## config.mk

```make
export PLATFORM = sky130hd
export DESIGN_NAME = pss_speed_select
export DESIGN_NICKNAME = d
export VERILOG_FILES = /design/src/pss_preset_mem.v /design/src/pss_speed_select.v
export VERILOG_INCLUDE_DIRS = /design/src
export SDC_FILE = /design/constraint.sdc
export NUM_CORES = 1
export LEC_CHECK = 0
export ABC_AREA = 1
export BUFFER_PORTS_ARGS = -buffer_cell sky130_fd_sc_hd__buf_2
export CAP_MARGIN = 20
export CORE_MARGIN = 2
export CORE_UTILIZATION = 33
export CTS_BUF_LIST = sky130_fd_sc_hd__clkbuf_4 sky130_fd_sc_hd__clkbuf_8
export CTS_CLUSTER_DIAMETER = 150
export DETAILED_ROUTE_END_ITERATION = 10
export PLACE_DENSITY = 0.51
export RECOVER_POWER = 50
export SLEW_MARGIN = 20
export SYNTH_ARGS = -nofsm -noshare
export SYNTH_HDL_FRONTEND = slang
export SYNTH_SLANG_ARGS = --single-unit
```

## constraint.sdc

```tcl
create_clock -name CLK -period 6.2 [get_ports CLK]
set_clock_uncertainty 0.2 [all_clocks]
set_input_delay 0.62 -clock CLK [delete_from_list [all_inputs] [get_ports CLK]]
set_output_delay 0.62 -clock CLK [all_outputs]
set_load 0.02 [all_outputs]
```

## src/pss_map.vh

```
`ifndef PSS_MAP_VH
`define PSS_MAP_VH

// ==========================================================================
// Register word addresses.
`define PSS_A_HIGH      8'h00
`define PSS_A_MIDDLE    8'h01
`define PSS_A_LOW       8'h02
`define PSS_A_INCH_FREQ 8'h03
`define PSS_A_INCH_RAMP 8'h04
`define PSS_A_RAMP_REF  8'h05
`define PSS_A_REMOTE    8'h06
`define PSS_A_PWRITE    8'h07
`define PSS_A_OPMODE    8'h08
`define PSS_A_TMAP0     8'h09
`define PSS_A_TMAP4     8'h0d
`define PSS_A_STATUS    8'h0e
`define PSS_A_FREQ      8'h0f
`define PSS_A_PRESET0   8'h10
`define PSS_A_PRESET11  8'h1b

// ==========================================================================
// Reset values; frequencies in 0.1 Hz, times in 0.1 s.
`define PSS_RST_HIGH      16'h0258
`define PSS_RST_MIDDLE    16'h012c
`define PSS_RST_LOW       16'h0064
`define PSS_RST_INCH_FREQ 16'h0032
`define PSS_RST_INCH_RAMP 16'h0005
`define PSS_RST_RAMP_REF  16'h0258
`define PSS_RST_REMOTE    16'h0000
`define PSS_RST_PWRITE    16'h0000
`define PSS_RST_OPMODE    16'h0000
`define PSS_NOT_SELECTED  16'h270f

// ==========================================================================
// Setting limits.
`define PSS_MAX_FREQ    16'h0fa0
`define PSS_MAX_RAMP    16'h8ca0
`define PSS_MAX_REMOTE  16'h0003
`define PSS_MAX_PWRITE  16'h0002
`define PSS_MAX_OPMODE  16'h0004
`define PSS_MODE_EXT    16'h0003
`define PSS_MODE_COMB   16'h0004

// ==========================================================================
// Terminal function codes.
`define PSS_FN_LOW    8'h00
`define PSS_FN_MIDDLE 8'h01
`define PSS_FN_HIGH   8'h02
`define PSS_FN_INCH   8'h05
`define PSS_FN_EXTRA  8'h08
`define PSS_RST_TMAP0 8'h00
`define PSS_RST_TMAP1 8'h01
`define PSS_RST_TMAP2 8'h02
`define PSS_RST_TMAP3 8'h08
`define PSS_RST_TMAP4 8'h05

// ==========================================================================
// Command source codes.
`define PSS_SRC_NONE  3'h0
`define PSS_SRC_INCH  3'h1
`define PSS_SRC_MULTI 3'h2
`define PSS_SRC_CUR   3'h3
`define PSS_SRC_VOLT  3'h4

`endif

```

## src/pss_preset_mem.v

```verilog
`timescale 1ns/1ps
`include "pss_map.vh"

// ==========================================================================
// Preset store for speeds 4 to 15 with two registered read ports.
module pss_preset_mem #(
  parameter DEPTH = 12,
  parameter AW    = 4,
  parameter DW    = 16
) (
  input  wire          clk,
  input  wire          srst,
  input  wire          we,
  input  wire [AW-1:0] waddr,
  input  wire [DW-1:0] wdata,
  input  wire [AW-1:0] raddr_a,
  output reg  [DW-1:0] rdata_a,
  input  wire [AW-1:0] raddr_b,
  output reg  [DW-1:0] rdata_b
);
  reg [DW-1:0] mem_q [0:DEPTH-1];
  integer i;

  always @(posedge clk) begin
    if (srst) begin
      for (i = 0; i < DEPTH; i = i + 1) begin
        mem_q[i] <= `PSS_NOT_SELECTED;
      end
      rdata_a <= {DW{1'b0}};
      rdata_b <= {DW{1'b0}};
    end else begin
      if (we && (waddr < DEPTH)) begin
        mem_q[waddr] <= wdata;
      end
      rdata_a <= (raddr_a < DEPTH) ? mem_q[raddr_a] : {DW{1'b0}};
      rdata_b <= (raddr_b < DEPTH) ? mem_q[raddr_b] : {DW{1'b0}};
    end
  end
endmodule

```

## src/pss_speed_select.v

```verilog
// Functional notes
// RULE1: High select runs high preset, default 60Hz.
// RULE2: Middle select runs middle preset, default 30Hz.
// RULE3: Low select runs low preset, default 10Hz.
// RULE4: Several of three on: lowest-ranked wins.
// RULE5: Speeds 4-15 from four select combinations.
// RULE6: Speeds 4-15 default to 9999, unselected.
// RULE7: Speed 8 unset, extra only: low preset.
// RULE8: Speeds 4-15 have no mutual priority.
// RULE9: Inching, multi-speed, current, voltage source order.
// RULE10: Multi-speed only in operation mode 3 or 4.
// RULE11: Remote selector nonzero disables multi-speed.
// RULE12: Preset writes always accepted, even running.
// RULE13: Function codes 0,1,2 map low, middle, high.
// RULE14: Function code 8 maps extra select.
// RULE15: Function code 5 maps inching select.
// RULE16: Inching runs inching frequency, default 5Hz.
// RULE17: Inching ramp default 0.5s, both directions.
// RULE18: Inching runs only while start held.
// RULE19: Inching works in external and panel modes.
// RULE20: Index is extra,high,middle,low, low is lsb.
// RULE21: Remote 1-3: high, middle, low become accel/decel/clear.
// RULE22: Inching disabled when operation mode is 3.
// RULE23: Configure inching frequency above starting frequency.
//
// The address map and the strobed register port were decided locally.
`timescale 1ns/1ps
`include "pss_map.vh"

module pss_speed_select #(
  parameter NTERM = 5,
  parameter FW    = 16
) (
  input  wire             CLK,
  input  wire             SRST,
  input  wire [7:0]       ADDR,
  input  wire [15:0]      WDATA,
  input  wire             WR,
  input  wire             RD,
  output wire [15:0]      RDATA,
  input  wire [NTERM-1:0] TERM_IN,
  input  wire             FORWARD_START,
  input  wire             REVERSE_START,
  input  wire             PANEL_INCH_MODE,
  input  wire             PANEL_RUN,
  input  wire [FW-1:0]    CUR_FREQ,
  input  wire             CUR_VALID,
  input  wire [FW-1:0]    VOLT_FREQ,
  input  wire             VOLT_VALID,
  output reg  [FW-1:0]    FREQ_CMD,
  output reg  [2:0]       FREQ_SOURCE,
  output reg              RUN_FWD,
  output reg              RUN_REV,
  output reg              INCH_ACTIVE,
  output reg  [15:0]      INCH_RAMP_TIME,
  output reg  [FW-1:0]    RAMP_REF_FREQ,
  output reg              REMOTE_ACCEL,
  output reg              REMOTE_DECEL,
  output reg              REMOTE_CLEAR
);

  // ========================================================================
  // Configuration registers.
  reg [15:0] high_q;
  reg [15:0] middle_q;
  reg [15:0] low_q;
  reg [15:0] inch_freq_q;
  reg [15:0] inch_ramp_q;
  reg [15:0] ramp_ref_q;
  reg [15:0] remote_q;
  reg [15:0] pwrite_q;
  reg [15:0] opmode_q;
  reg [7:0]  tmap_q [0:NTERM-1];
  reg [15:0] rdata_q;
  reg        rd_mem_q;
  integer    k;
  integer    j;

  wire [15:0] mem_bus_data;
  wire [15:0] mem_sel_data;
  wire        freq_ok  = (WDATA <= `PSS_MAX_FREQ);
  wire        is_preset = (ADDR >= `PSS_A_PRESET0) && (ADDR <= `PSS_A_PRESET11);
  wire        preset_ok = freq_ok || (WDATA == `PSS_NOT_SELECTED);
  // Selector value 1 locks every setting except the presets and the selector itself.
  wire        locked   = (pwrite_q == 16'h0001);
  wire [7:0]  preset_off = ADDR - `PSS_A_PRESET0;
  wire [7:0]  tmap_off   = ADDR - `PSS_A_TMAP0;

  always @(posedge CLK) begin
    if (SRST) begin
      high_q      <= `PSS_RST_HIGH;
      middle_q    <= `PSS_RST_MIDDLE;
      low_q       <= `PSS_RST_LOW;
      inch_freq_q <= `PSS_RST_INCH_FREQ;
      inch_ramp_q <= `PSS_RST_INCH_RAMP;
      ramp_ref_q  <= `PSS_RST_RAMP_REF;
      remote_q    <= `PSS_RST_REMOTE;
      pwrite_q    <= `PSS_RST_PWRITE;
      opmode_q    <= `PSS_RST_OPMODE;
      tmap_q[0]   <= `PSS_RST_TMAP0;
      tmap_q[1]   <= `PSS_RST_TMAP1;
      tmap_q[2]   <= `PSS_RST_TMAP2;
      tmap_q[3]   <= `PSS_RST_TMAP3;
      tmap_q[4]   <= `PSS_RST_TMAP4;
    end else if (WR) begin
      case (ADDR)
        `PSS_A_HIGH: begin
          if (freq_ok) high_q <= WDATA; // RULE1 RULE12
        end
        `PSS_A_MIDDLE: begin
          if (freq_ok) middle_q <= WDATA; // RULE2 RULE12
        end
        `PSS_A_LOW: begin
          if (freq_ok) low_q <= WDATA; // RULE3 RULE12
        end
        `PSS_A_INCH_FREQ: begin
          if (freq_ok && !locked) inch_freq_q <= WDATA; // RULE16
        end
        `PSS_A_INCH_RAMP: begin
          if ((WDATA <= `PSS_MAX_RAMP) && !locked) inch_ramp_q <= WDATA; // RULE17
        end
        `PSS_A_RAMP_REF: begin
          if (freq_ok && !locked) ramp_ref_q <= WDATA;
        end
        `PSS_A_REMOTE: begin
          if ((WDATA <= `PSS_MAX_REMOTE) && !locked) remote_q <= WDATA;
        end
        `PSS_A_PWRITE: begin
          if (WDATA <= `PSS_MAX_PWRITE) pwrite_q <= WDATA;
        end
        `PSS_A_OPMODE: begin
          if ((WDATA <= `PSS_MAX_OPMODE) && !locked) opmode_q <= WDATA;
        end
        default: begin
          if ((ADDR >= `PSS_A_TMAP0) && (ADDR <= `PSS_A_TMAP4) && !locked) begin
            for (k = 0; k < NTERM; k = k + 1) begin
              if (tmap_off == k[7:0]) tmap_q[k] <= WDATA[7:0];
            end
          end
        end
      endcase
    end
  end

  // ========================================================================
  // Preset store: port A serves the bus, port B serves speed selection.
  reg  [3:0] slot;
  reg  [3:0] idx_q;
  wire [3:0] idx;

  always @* begin
    case (idx)
      4'h3:    slot = 4'h0; // RULE5
      4'h5:    slot = 4'h1;
      4'h6:    slot = 4'h2;
      4'h7:    slot = 4'h3;
      default: slot = idx - 4'h4; // RULE5 RULE8
    endcase
  end

  pss_preset_mem #(
    .DEPTH (12),
    .AW    (4),
    .DW    (16)
  ) u_mem (
    .clk     (CLK),
    .srst    (SRST),
    .we      (WR && is_preset && preset_ok), // RULE6 RULE12
    .waddr   (preset_off[3:0]),
    .wdata   (WDATA),
    .raddr_a (preset_off[3:0]),
    .rdata_a (mem_bus_data),
    .raddr_b (slot),
    .rdata_b (mem_sel_data)
  );

  // ========================================================================
  // Terminal function map.
  reg sig_low;
  reg sig_middle;
  reg sig_high;
  reg sig_extra;
  reg sig_inch;
  integer t;

  always @* begin
    sig_low    = 1'b0;
    sig_middle = 1'b0;
    sig_high   = 1'b0;
    sig_extra  = 1'b0;
    sig_inch   = 1'b0;
    for (t = 0; t < NTERM; t = t + 1) begin
      if (TERM_IN[t]) begin
        if (tmap_q[t] == `PSS_FN_LOW) sig_low = 1'b1; // RULE13
        if (tmap_q[t] == `PSS_FN_MIDDLE) sig_middle = 1'b1; // RULE13
        if (tmap_q[t] == `PSS_FN_HIGH) sig_high = 1'b1; // RULE13
        if (tmap_q[t] == `PSS_FN_EXTRA) sig_extra = 1'b1; // RULE14
        if (tmap_q[t] == `PSS_FN_INCH) sig_inch = 1'b1; // RULE15
      end
    end
  end

  assign idx = {sig_extra, sig_high, sig_middle, sig_low}; // RULE20

  // ========================================================================
  // Stage one: sample inputs alongside the preset lookup.
  reg          fwd_q;
  reg          rev_q;
  reg          ext_inch_q;
  reg          pnl_inch_q;
  reg          pnl_run_q;
  reg [FW-1:0] cur_q;
  reg          cur_v_q;
  reg [FW-1:0] volt_q;
  reg          volt_v_q;

  always @(posedge CLK) begin
    if (SRST) begin
      idx_q      <= 4'h0;
      fwd_q      <= 1'b0;
      rev_q      <= 1'b0;
      ext_inch_q <= 1'b0;
      pnl_inch_q <= 1'b0;
      pnl_run_q  <= 1'b0;
      cur_q      <= {FW{1'b0}};
      cur_v_q    <= 1'b0;
      volt_q     <= {FW{1'b0}};
      volt_v_q   <= 1'b0;
    end else begin
      idx_q      <= idx;
      fwd_q      <= FORWARD_START;
      rev_q      <= REVERSE_START;
      ext_inch_q <= sig_inch;
      pnl_inch_q <= PANEL_INCH_MODE;
      pnl_run_q  <= PANEL_RUN;
      cur_q      <= CUR_FREQ;
      cur_v_q    <= CUR_VALID;
      volt_q     <= VOLT_FREQ;
      volt_v_q   <= VOLT_VALID;
    end
  end

  // ========================================================================
  // Stage two: pick the source and the frequency.
  wire mode_multi  = (opmode_q == `PSS_MODE_EXT) || (opmode_q == `PSS_MODE_COMB);
  wire remote_on   = (remote_q != 16'h0000);
  wire inch_allow  = (opmode_q != `PSS_MODE_EXT); // RULE22
  wire inch_ext    = ext_inch_q && inch_allow; // RULE19
  wire inch_pnl    = pnl_inch_q && !ext_inch_q && inch_allow; // RULE19
  wire multi_on    = mode_multi && !remote_on && (idx_q != 4'h0); // RULE10 RULE11
  wire combo       = (idx_q == 4'h3) || (idx_q >= 4'h5);

  reg [FW-1:0] three_freq;
  reg [FW-1:0] multi_freq;
  reg [FW-1:0] freq_d;
  reg [2:0]    src_d;
  reg          fwd_d;
  reg          rev_d;

  always @* begin
    if (idx_q[0] || (idx_q[2:0] == 3'h0)) begin
      three_freq = low_q; // RULE3 RULE4 RULE7
    end else if (idx_q[1]) begin
      three_freq = middle_q; // RULE2 RULE4
    end else begin
      three_freq = high_q; // RULE1
    end
    if (combo && (mem_sel_data != `PSS_NOT_SELECTED)) begin
      multi_freq = mem_sel_data; // RULE5 RULE6
    end else begin
      multi_freq = three_freq; // RULE4 RULE7
    end
  end

  always @* begin
    freq_d = {FW{1'b0}};
    src_d  = `PSS_SRC_NONE;
    fwd_d  = fwd_q && !rev_q;
    rev_d  = rev_q && !fwd_q;
    if (inch_ext || inch_pnl) begin
      freq_d = inch_freq_q; // RULE9 RULE16
      src_d  = `PSS_SRC_INCH;
      if (inch_pnl) begin
        fwd_d = pnl_run_q; // RULE18
        rev_d = 1'b0;
      end
    end else if (multi_on) begin
      freq_d = multi_freq; // RULE9
      src_d  = `PSS_SRC_MULTI;
    end else if (cur_v_q) begin
      freq_d = cur_q; // RULE9
      src_d  = `PSS_SRC_CUR;
    end else if (volt_v_q) begin
      freq_d = volt_q; // RULE9
      src_d  = `PSS_SRC_VOLT;
    end
  end

  always @(posedge CLK) begin
    if (SRST) begin
      FREQ_CMD       <= {FW{1'b0}};
      FREQ_SOURCE    <= `PSS_SRC_NONE;
      RUN_FWD        <= 1'b0;
      RUN_REV        <= 1'b0;
      INCH_ACTIVE    <= 1'b0;
      INCH_RAMP_TIME <= `PSS_RST_INCH_RAMP;
      RAMP_REF_FREQ  <= `PSS_RST_RAMP_REF;
      REMOTE_ACCEL   <= 1'b0;
      REMOTE_DECEL   <= 1'b0;
      REMOTE_CLEAR   <= 1'b0;
    end else begin
      FREQ_CMD       <= freq_d;
      FREQ_SOURCE    <= src_d;
      RUN_FWD        <= fwd_d; // RULE18
      RUN_REV        <= rev_d; // RULE18
      INCH_ACTIVE    <= inch_ext || inch_pnl;
      INCH_RAMP_TIME <= inch_ramp_q; // RULE17
      RAMP_REF_FREQ  <= ramp_ref_q; // RULE17
      REMOTE_ACCEL   <= remote_on && idx_q[2]; // RULE21
      REMOTE_DECEL   <= remote_on && idx_q[1]; // RULE21
      REMOTE_CLEAR   <= remote_on && idx_q[0]; // RULE21
    end
  end

  // ========================================================================
  // Register read port.
  reg [15:0] rd_d;

  always @* begin
    case (ADDR)
      `PSS_A_HIGH:      rd_d = high_q;
      `PSS_A_MIDDLE:    rd_d = middle_q;
      `PSS_A_LOW:       rd_d = low_q;
      `PSS_A_INCH_FREQ: rd_d = inch_freq_q;
      `PSS_A_INCH_RAMP: rd_d = inch_ramp_q;
      `PSS_A_RAMP_REF:  rd_d = ramp_ref_q;
      `PSS_A_REMOTE:    rd_d = remote_q;
      `PSS_A_PWRITE:    rd_d = pwrite_q;
      `PSS_A_OPMODE:    rd_d = opmode_q;
      `PSS_A_STATUS:    rd_d = {6'h00, INCH_ACTIVE, RUN_REV, RUN_FWD, FREQ_SOURCE,
                                idx_q};
      `PSS_A_FREQ:      rd_d = FREQ_CMD;
      default: begin
        rd_d = 16'h0000;
        for (j = 0; j < NTERM; j = j + 1) begin
          if (tmap_off == j[7:0]) rd_d = {8'h00, tmap_q[j]};
        end
      end
    endcase
  end

  always @(posedge CLK) begin
    if (SRST) begin
      rdata_q  <= 16'h0000;
      rd_mem_q <= 1'b0;
    end else begin
      rdata_q  <= RD ? rd_d : 16'h0000;
      rd_mem_q <= RD && is_preset;
    end
  end

  assign RDATA = rd_mem_q ? mem_bus_data : rdata_q;

endmodule

```

# ---- After elaboration in Yosys (flattened, before gate mapping)
# Memories as Yosys holds them, arrays and structs flattened. A register that Yosys moved wholly into a read port is not among the register bits.
# Cells that the tools add are included.
dict set report totals {
  ff_bits 261
  mem_bits_rw 232
  wordCells 277
  memories 2
}
# name depth width read_ports rd_clocked_by_memory_dff wr line_no
set mem_list {}
lappend mem_list {u_mem.mem_q 12 16 2 2 12 pss_preset_mem.v:21} ;# reg [DW-1:0] mem_q [0:DEPTH-1];
lappend mem_list {tmap_q 5 8 5 0 5 pss_speed_select.v:73} ;# reg [7:0] tmap_q [0:NTERM-1];
dict set report classes {
  addsub 3
  magnitude_cmp 12
  eq_ne 45
  mux 116
  n_bitwise 8
  reduce_logical 58
}
# operator n
set op_table {}
lappend op_table {{$mux W16} 13}
lappend op_table {{$pmux W16 S11} 1}
lappend op_table {{$mux W1} 91}
lappend op_table {{$eq A8 B3 Y1 const B} 10}
lappend op_table {{$eq A8 B2 Y1 const B} 9}
lappend op_table {{$eq A8 B4 Y1 const B} 8}
lappend op_table {{$eq A8 B1 Y1 const B} 7}
lappend op_table {{$logic_not A8 Y1} 7}
lappend op_table {{$mux W8} 6}
lappend op_table {{$le A16 B2 Y1 const B} 2}
lappend op_table {{$reduce_and A3 Y1} 9}
lappend op_table {{$logic_and A1 B1 Y1} 22}
lappend op_table {{$eq A16 B1 Y1 const B} 1}
lappend op_table {{$eq A16 B14 Y1 const B} 1}
lappend op_table {{$eq A16 B2 Y1 const B} 1}
lappend op_table {{$eq A16 B3 Y1 const B} 1}
lappend op_table {{$le A16 B12 Y1 const B} 1}
lappend op_table {{$le A16 B16 Y1 const B} 1}
lappend op_table {{$le A16 B3 Y1 const B} 1}
lappend op_table {{$ne A16 B14 Y1 const B} 1}
lappend op_table {{$ne A16 B2 Y1 const B} 1}
lappend op_table {{$pmux W4 S4} 1}
lappend op_table {{$reduce_bool A16 Y1} 1}
lappend op_table {{$reduce_or A16 Y1} 1}
lappend op_table {{other kinds (23)} 45}

# ---- Longest topological paths before layout
# An unclocked memory read counts as a cell.
dict set report logic_depth {
  depth_word 17
  mapped_depth 19
  mapped_depth_nobuf 18
}

# ---- By module
# Synthesis repeated with hierarchy kept, for this count alone.
dict set report unflattened {
  hier_cells 3401
  hier_area_um2 25414.4
}
# module n_inst cells_each area_each_um2 seq_area_each_um2
set modules_own_cells {}
lappend modules_own_cells {pss_speed_select 1 1887 13427.9 6426.2}
lappend modules_own_cells {pss_preset_mem 1 1514 11986.5 6406.1}

# ---- Least setup slack after synthesis
# OpenSTA, ideal clock, no wires.
dict set report synth_path {
  path_kind {input port to flip-flop}
  start {in ADDR[6]}
  end {mem tmap_q[2][0] (netlist: tmap_q[0][16]), enable pin}
  arrival_ps 2483
  setup_slack_ps 3133
  cell_stages 9
  n_path_buf 1
  path_cell_list {or2_1 > nor2_4 > inv_2 > nor2_4 > inv_2 > nor4_4 > inv_1 > clkbuf_1 > o21ai_0}
}
# item line_no
set synth_lines {}
lappend synth_lines {{from (decl)} pss_speed_select.v:36} ;# input wire [7:0] ADDR,
lappend synth_lines {{to (decl)} pss_speed_select.v:73}

==> results.md <==
| Group | Item | This run |
|:---|:---|:---|
| outcome | Status | complete, but fails checks |
| outcome | Violations in the final reports | capacitance limit, slew limit |
| placed design | Count of input and output buffers | 143 |
| yosys | Async set or reset register ratio after synthesis | 0% |
| timing | Remaining max-slew budget at the tightest pin | -57.1% |
| critical path | Classification of the worst setup path | input port to flip-flop |
| detailed routing | Via/cell ratio | 5.25 |
| floorplanning | Site Rows | 104 |
| grt | Met3 global-route usage | 4.50% |
| grt | Antenna violations before repair | 4 |
| pwr | Maximum vdd ir drop | 0.160 mV |
| critical path | Critical path endpoint category | flip-flop |
| floorplanning | Total Die Area | 83300 sq um |
| cells and area | Net count, final | 3344 |
| floorplanning | Die Width | 289 microns |
| floorplanning | Core Area | 80400 sq um |
| critical path | Largest driver fanout on the critical path | 19 |
| critical path | Cell with the largest stage delay on the worst path | sky130_fd_sc_hd__inv_1 |
| clock network | Clock slew at reported path FFs | 0.05 ns |
| clock network | Largest buffer count on any clock path | 3 |
| detailed routing | Average wire per cell in the routed design | 22.5 microns |
| critical path | Signal arrival time at the worst endpoint | 5.15 ns |
| clock network | Post-CTS setup repair buffer count | 0 |
| timing | Portion of the clock cycle consumed by the worst path in the final layout | 80.5% |
| grt | Global-route wire length before repair | 145000 microns |
| grt | Layer carrying the most global-route usage | met1 |
| timing | Final critical delay including setup and external delays | 4.99 ns |
| detailed routing | DRC | 0 |
| detailed routing | First-pass iteration count of the detailed router | 6 |
| placed design | Final RePlAce weighted congestion | 0.913 |
| grt | Maximum number of pins on one net before global-route repair | 118 |
| pwr | Static leakage | 13.0 nW |
| flow run | Number of violations of the max-capacitance limit | 3 |
| timing | Worst Hold Slack | 0.192 ns |
| timing | Number of hold-slack violations in the final timing report | 0 |
| clock network | Hold buffers post-CTS | 44 |
| timing | Fmax | 0.200 GHz |
| placed design | Placed instance area | 28600 sq um |
| hold path | Classification of the worst-slack hold path | input port to flip-flop |
| clock network | Number of cells upsized or downsized after cts | 0 |
| critical path | Critical path startpoint category | input port |
| detailed routing | Antenna violation net count after detailed routing | 0 |
| detailed routing | Total via count after detailed routing | 23200 |
| clock network | H-tree levels | 3 |
| cells and area | Post-synthesis to final-layout area growth | 16.8% |
| yosys | Mapped Avg Cell Area | 8.86 sq um |
| timing | Setup violation total in the final timing report | 0 |
| clock network | Insertion delay of the later-clocked pin in the worst-skew pair | 0.79 ns |
| cells and area | Max reg flops | 256 |
| cells and area | Filler Cells Inserted | 8289 |
| placed design | Sum of net half-perimeters after detailed placement | 67400 microns |
| floorplanning | Die H | 289 microns |
| floorplanning | Initial Utilization | 33.2% |
| grt | Global-route total usage across every layer | 23.5% |
| grt | Overflow left after global routing | 0 |
| yosys | Sequential area share after synthesis | 55.2% |
| timing | RSZ-0062 raised after global routing | false |
| cells and area | Registers with the highest flip-flop counts | u_mem.mem_q x256, tmap_q x40 |
| cells and area | Share of cells above drive strength 1 | 13.0% |
| grt | Met2 track utilization from global routing | 34.3% |
| yosys | Post-synthesis sequential element count | 589 |
| yosys | Syn Std Cell Area | 26700 sq um |
| yosys | Number of flops mapped to enable cells by yosys | 296 |
| pwr | Areal power density over the cells | 282 nW/um^2 |
| timing | Final setup TNS | 0 ns |
| floorplanning | Number of placed I/O pins | 144 |
| yosys | Dominant synthesized flop cell | sky130_fd_sc_hd__edfxtp_1 |
| clock network | Clock tree from TritonCTS | done |
| timing | Count of final max-slew check failures | 113 |
| timing | Measured slew at the worst slew-check pin | 2.36 ns |
| detailed routing | Number of DRC markers in iteration 0 | 2748 |
| yosys | Post-synthesis instance total | 3018 |
| grt | Met1 Track Usage GR | 34.5% |
| critical path | Critical path cell sequence | dlygate4sd3_1 -> clkbuf_1 -> inv_1 -> nand4_1 -> o41ai_1 -> nand2_1 -> inv_1 -> nand2_1 -> nor2_1 -> inv_1 -> nand2_1 |
| cells and area | Largest Register | u_mem.mem_q |
| yosys | Warnings from Yosys | 0 |
| clock network | Number of clock sinks | 589 |
| detailed routing | WL final | 99500 microns |
| clock network | CTS Buf Count | 104 |
| critical path | Required @ worst endpoint | 6.36 ns |
| yosys | Number of library cell types mapped by synthesis | 53 |
| critical path | Maximum cell stage delay along the critical path | 0.78 ns |
| grt | Vias in the first global route | 21800 |
| cells and area | Summed area of non-filler cells in the final layout | 31200 sq um |
| clock network | Buffer cell driving the clock tree root | sky130_fd_sc_hd__clkbuf_8 |
## stage by stage
step / utilization [%] / total power [W] / worst slack (ns) / cells
after floorplan: - / 0.00468 / 3.13 / 3117
after global placement: 35.6 / 0.00494 / 1.61 / 4178
after detailed placement: 35.6 / 0.00493 / 1.64 / 4178
after CTS: 39.0 / 0.00885 / 1.83 / 4419
after global routing: 38.8 / 0.00909 / 0.936 / 4423
final: 38.8 / 0.00881 / 1.21 / 4424
## critical path, delay by kind of cell
| family | cells | cell delay [ns] |
|---|---|---|
| AO/OA/AOI/OAI | 1 | 0.40 |
| AND/OR/NAND/NOR | 5 | 2.11 |
| buffers and inverters | 5 | 2.00 |
## report_power, final
part / total [W] / leakage, nW / switching, W / internal (W)
Combinational: 0.000582 / 6.47 / 0.000425 / 0.000157
Clock: 0.00393 / 1.22 / 0.00179 / 0.00214
Sequential: 0.00430 / 5.27 / 0.0000634 / 0.00424
Total: 0.00881 / 13.0 / 0.00227 / 0.00654
## final timing paths
kind	start	to	slack, ns	cells after the start
worst min register to register	fwd_q	RUN_REV	0.22	1
worst min-delay path	WDATA[5]	u_mem.mem_q[14][5]	0.19	1
worst max-delay path	WDATA[7]	u_mem.mem_q[2][14]	1.21	11
worst max register to register	tmap_q[0][15]	u_mem.rdata_b[3]	1.68	14
## Yosys cell counts, types with 3 or more instances
| cell type | number | share of area [%] |
|---|---|---|
| sky130_fd_sc_hd__nand3_1 | 287 | 5.4 |
| sky130_fd_sc_hd__buf_4 | 4 | 0.11 |
| sky130_fd_sc_hd__nand2_4 | 4 | 0.17 |
| sky130_fd_sc_hd__buf_2 | 59 | 1.1 |
| sky130_fd_sc_hd__o211ai_1 | 69 | 1.9 |
| sky130_fd_sc_hd__buf_6 | 7 | 0.29 |
| sky130_fd_sc_hd__o21ai_1 | 6 | 0.11 |
| sky130_fd_sc_hd__nor3_1 | 39 | 0.73 |
| sky130_fd_sc_hd__inv_1 | 441 | 6.2 |
| sky130_fd_sc_hd__or2_2 | 45 | 1.1 |
| sky130_fd_sc_hd__o22ai_1 | 49 | 1.1 |
| sky130_fd_sc_hd__a21oi_2 | 10 | 0.33 |
| sky130_fd_sc_hd__edfxtp_1 | 296 | 33 |
| sky130_fd_sc_hd__a221oi_1 | 22 | 0.72 |
| sky130_fd_sc_hd__buf_1 | 9 | 0.13 |
| sky130_fd_sc_hd__a31oi_1 | 3 | 0.070 |
| sky130_fd_sc_hd__inv_2 | 35 | 0.49 |
| sky130_fd_sc_hd__nand2_1 | 494 | 6.9 |
| sky130_fd_sc_hd__a311oi_1 | 4 | 0.13 |
| sky130_fd_sc_hd__o31ai_1 | 3 | 0.084 |
| sky130_fd_sc_hd__o2111ai_1 | 49 | 1.6 |
| sky130_fd_sc_hd__o221ai_1 | 50 | 1.6 |
| sky130_fd_sc_hd__clkinv_1 | 10 | 0.14 |
| sky130_fd_sc_hd__a21oi_1 | 112 | 2.1 |
| sky130_fd_sc_hd__nor2_1 | 249 | 3.5 |
| sky130_fd_sc_hd__dfxtp_1 | 293 | 22 |
| sky130_fd_sc_hd__o21ai_0 | 94 | 1.8 |
| sky130_fd_sc_hd__mux2_2 | 16 | 0.67 |
| sky130_fd_sc_hd__nor2_2 | 12 | 0.28 |
| sky130_fd_sc_hd__nand4_1 | 21 | 0.49 |
| sky130_fd_sc_hd__nor2_4 | 16 | 0.67 |
| sky130_fd_sc_hd__nor4_1 | 11 | 0.26 |
| sky130_fd_sc_hd__nand2_2 | 10 | 0.23 |
| sky130_fd_sc_hd__nand3_2 | 4 | 0.15 |
| sky130_fd_sc_hd__nand3b_1 | 15 | 0.42 |
| sky130_fd_sc_hd__nor3_2 | 3 | 0.11 |
| sky130_fd_sc_hd__a22oi_1 | 51 | 1.4 |
| sky130_fd_sc_hd__clkbuf_1 | 97 | 1.4 |
## area by class of cell
class | count | area, sq um | area share, %
diodes | 2 | 5.00 | 0.0160
clock buffers | 161 | 1960 | 6.27
clock inverters | 36 | 338 | 1.08
inverters | 486 | 1830 | 5.85
multi-input cells | 1866 | 9660 | 30.9
flip-flops and latches | 589 | 14800 | 47.2
well taps | 1060 | 1330 | 4.25
repair buffers | 224 | 1360 | 4.35
## metal layers
layer / routed length (microns) / share of wire [%]
met1: 45000 / 45
met2: 42300 / 43
met3: 8770 / 8.8
met4: 3380 / 3.4
met5: 0 / 0
## cell families (layout without fill, tap and decap cells)
family          after synthesis  after routing  share of synthesized area [%]
buf+inv                     662            907                           9.82
compound gates              528            528                           13.3
fa+ha+maj                     2              2                         0.0936
other cells                   1            102                         0.0140
flops                       589            589                           55.2
mux                          16             16                          0.674
simple gates               1220           1220                           20.9
## cells in the final DEF (no fill, tap or decap), types with 21 or more instances in the layout
cell type,synthesis,layout
sky130_fd_sc_hd__a21oi_1,112,111
sky130_fd_sc_hd__a221oi_1,22,22
sky130_fd_sc_hd__a22oi_1,51,51
sky130_fd_sc_hd__buf_2,59,69
sky130_fd_sc_hd__buf_4,4,28
sky130_fd_sc_hd__clkbuf_1,97,80
sky130_fd_sc_hd__clkbuf_4,0,41
sky130_fd_sc_hd__clkbuf_8,0,120
sky130_fd_sc_hd__clkinv_1,10,21
sky130_fd_sc_hd__conb_1,1,100
sky130_fd_sc_hd__dfxtp_1,293,293
sky130_fd_sc_hd__dlygate4sd3_1,0,44
sky130_fd_sc_hd__edfxtp_1,296,296
sky130_fd_sc_hd__inv_1,441,446
sky130_fd_sc_hd__inv_2,35,28
sky130_fd_sc_hd__nand2_1,494,496
sky130_fd_sc_hd__nand3_1,287,288
sky130_fd_sc_hd__nand4_1,21,21
sky130_fd_sc_hd__nor2_1,249,254
sky130_fd_sc_hd__nor3_1,39,39
sky130_fd_sc_hd__o2111ai_1,49,49
sky130_fd_sc_hd__o211ai_1,69,69
sky130_fd_sc_hd__o21ai_0,94,94
sky130_fd_sc_hd__o221ai_1,50,50
sky130_fd_sc_hd__o22ai_1,49,49
sky130_fd_sc_hd__or2_2,45,45
(Power assumes the default switching activity.)
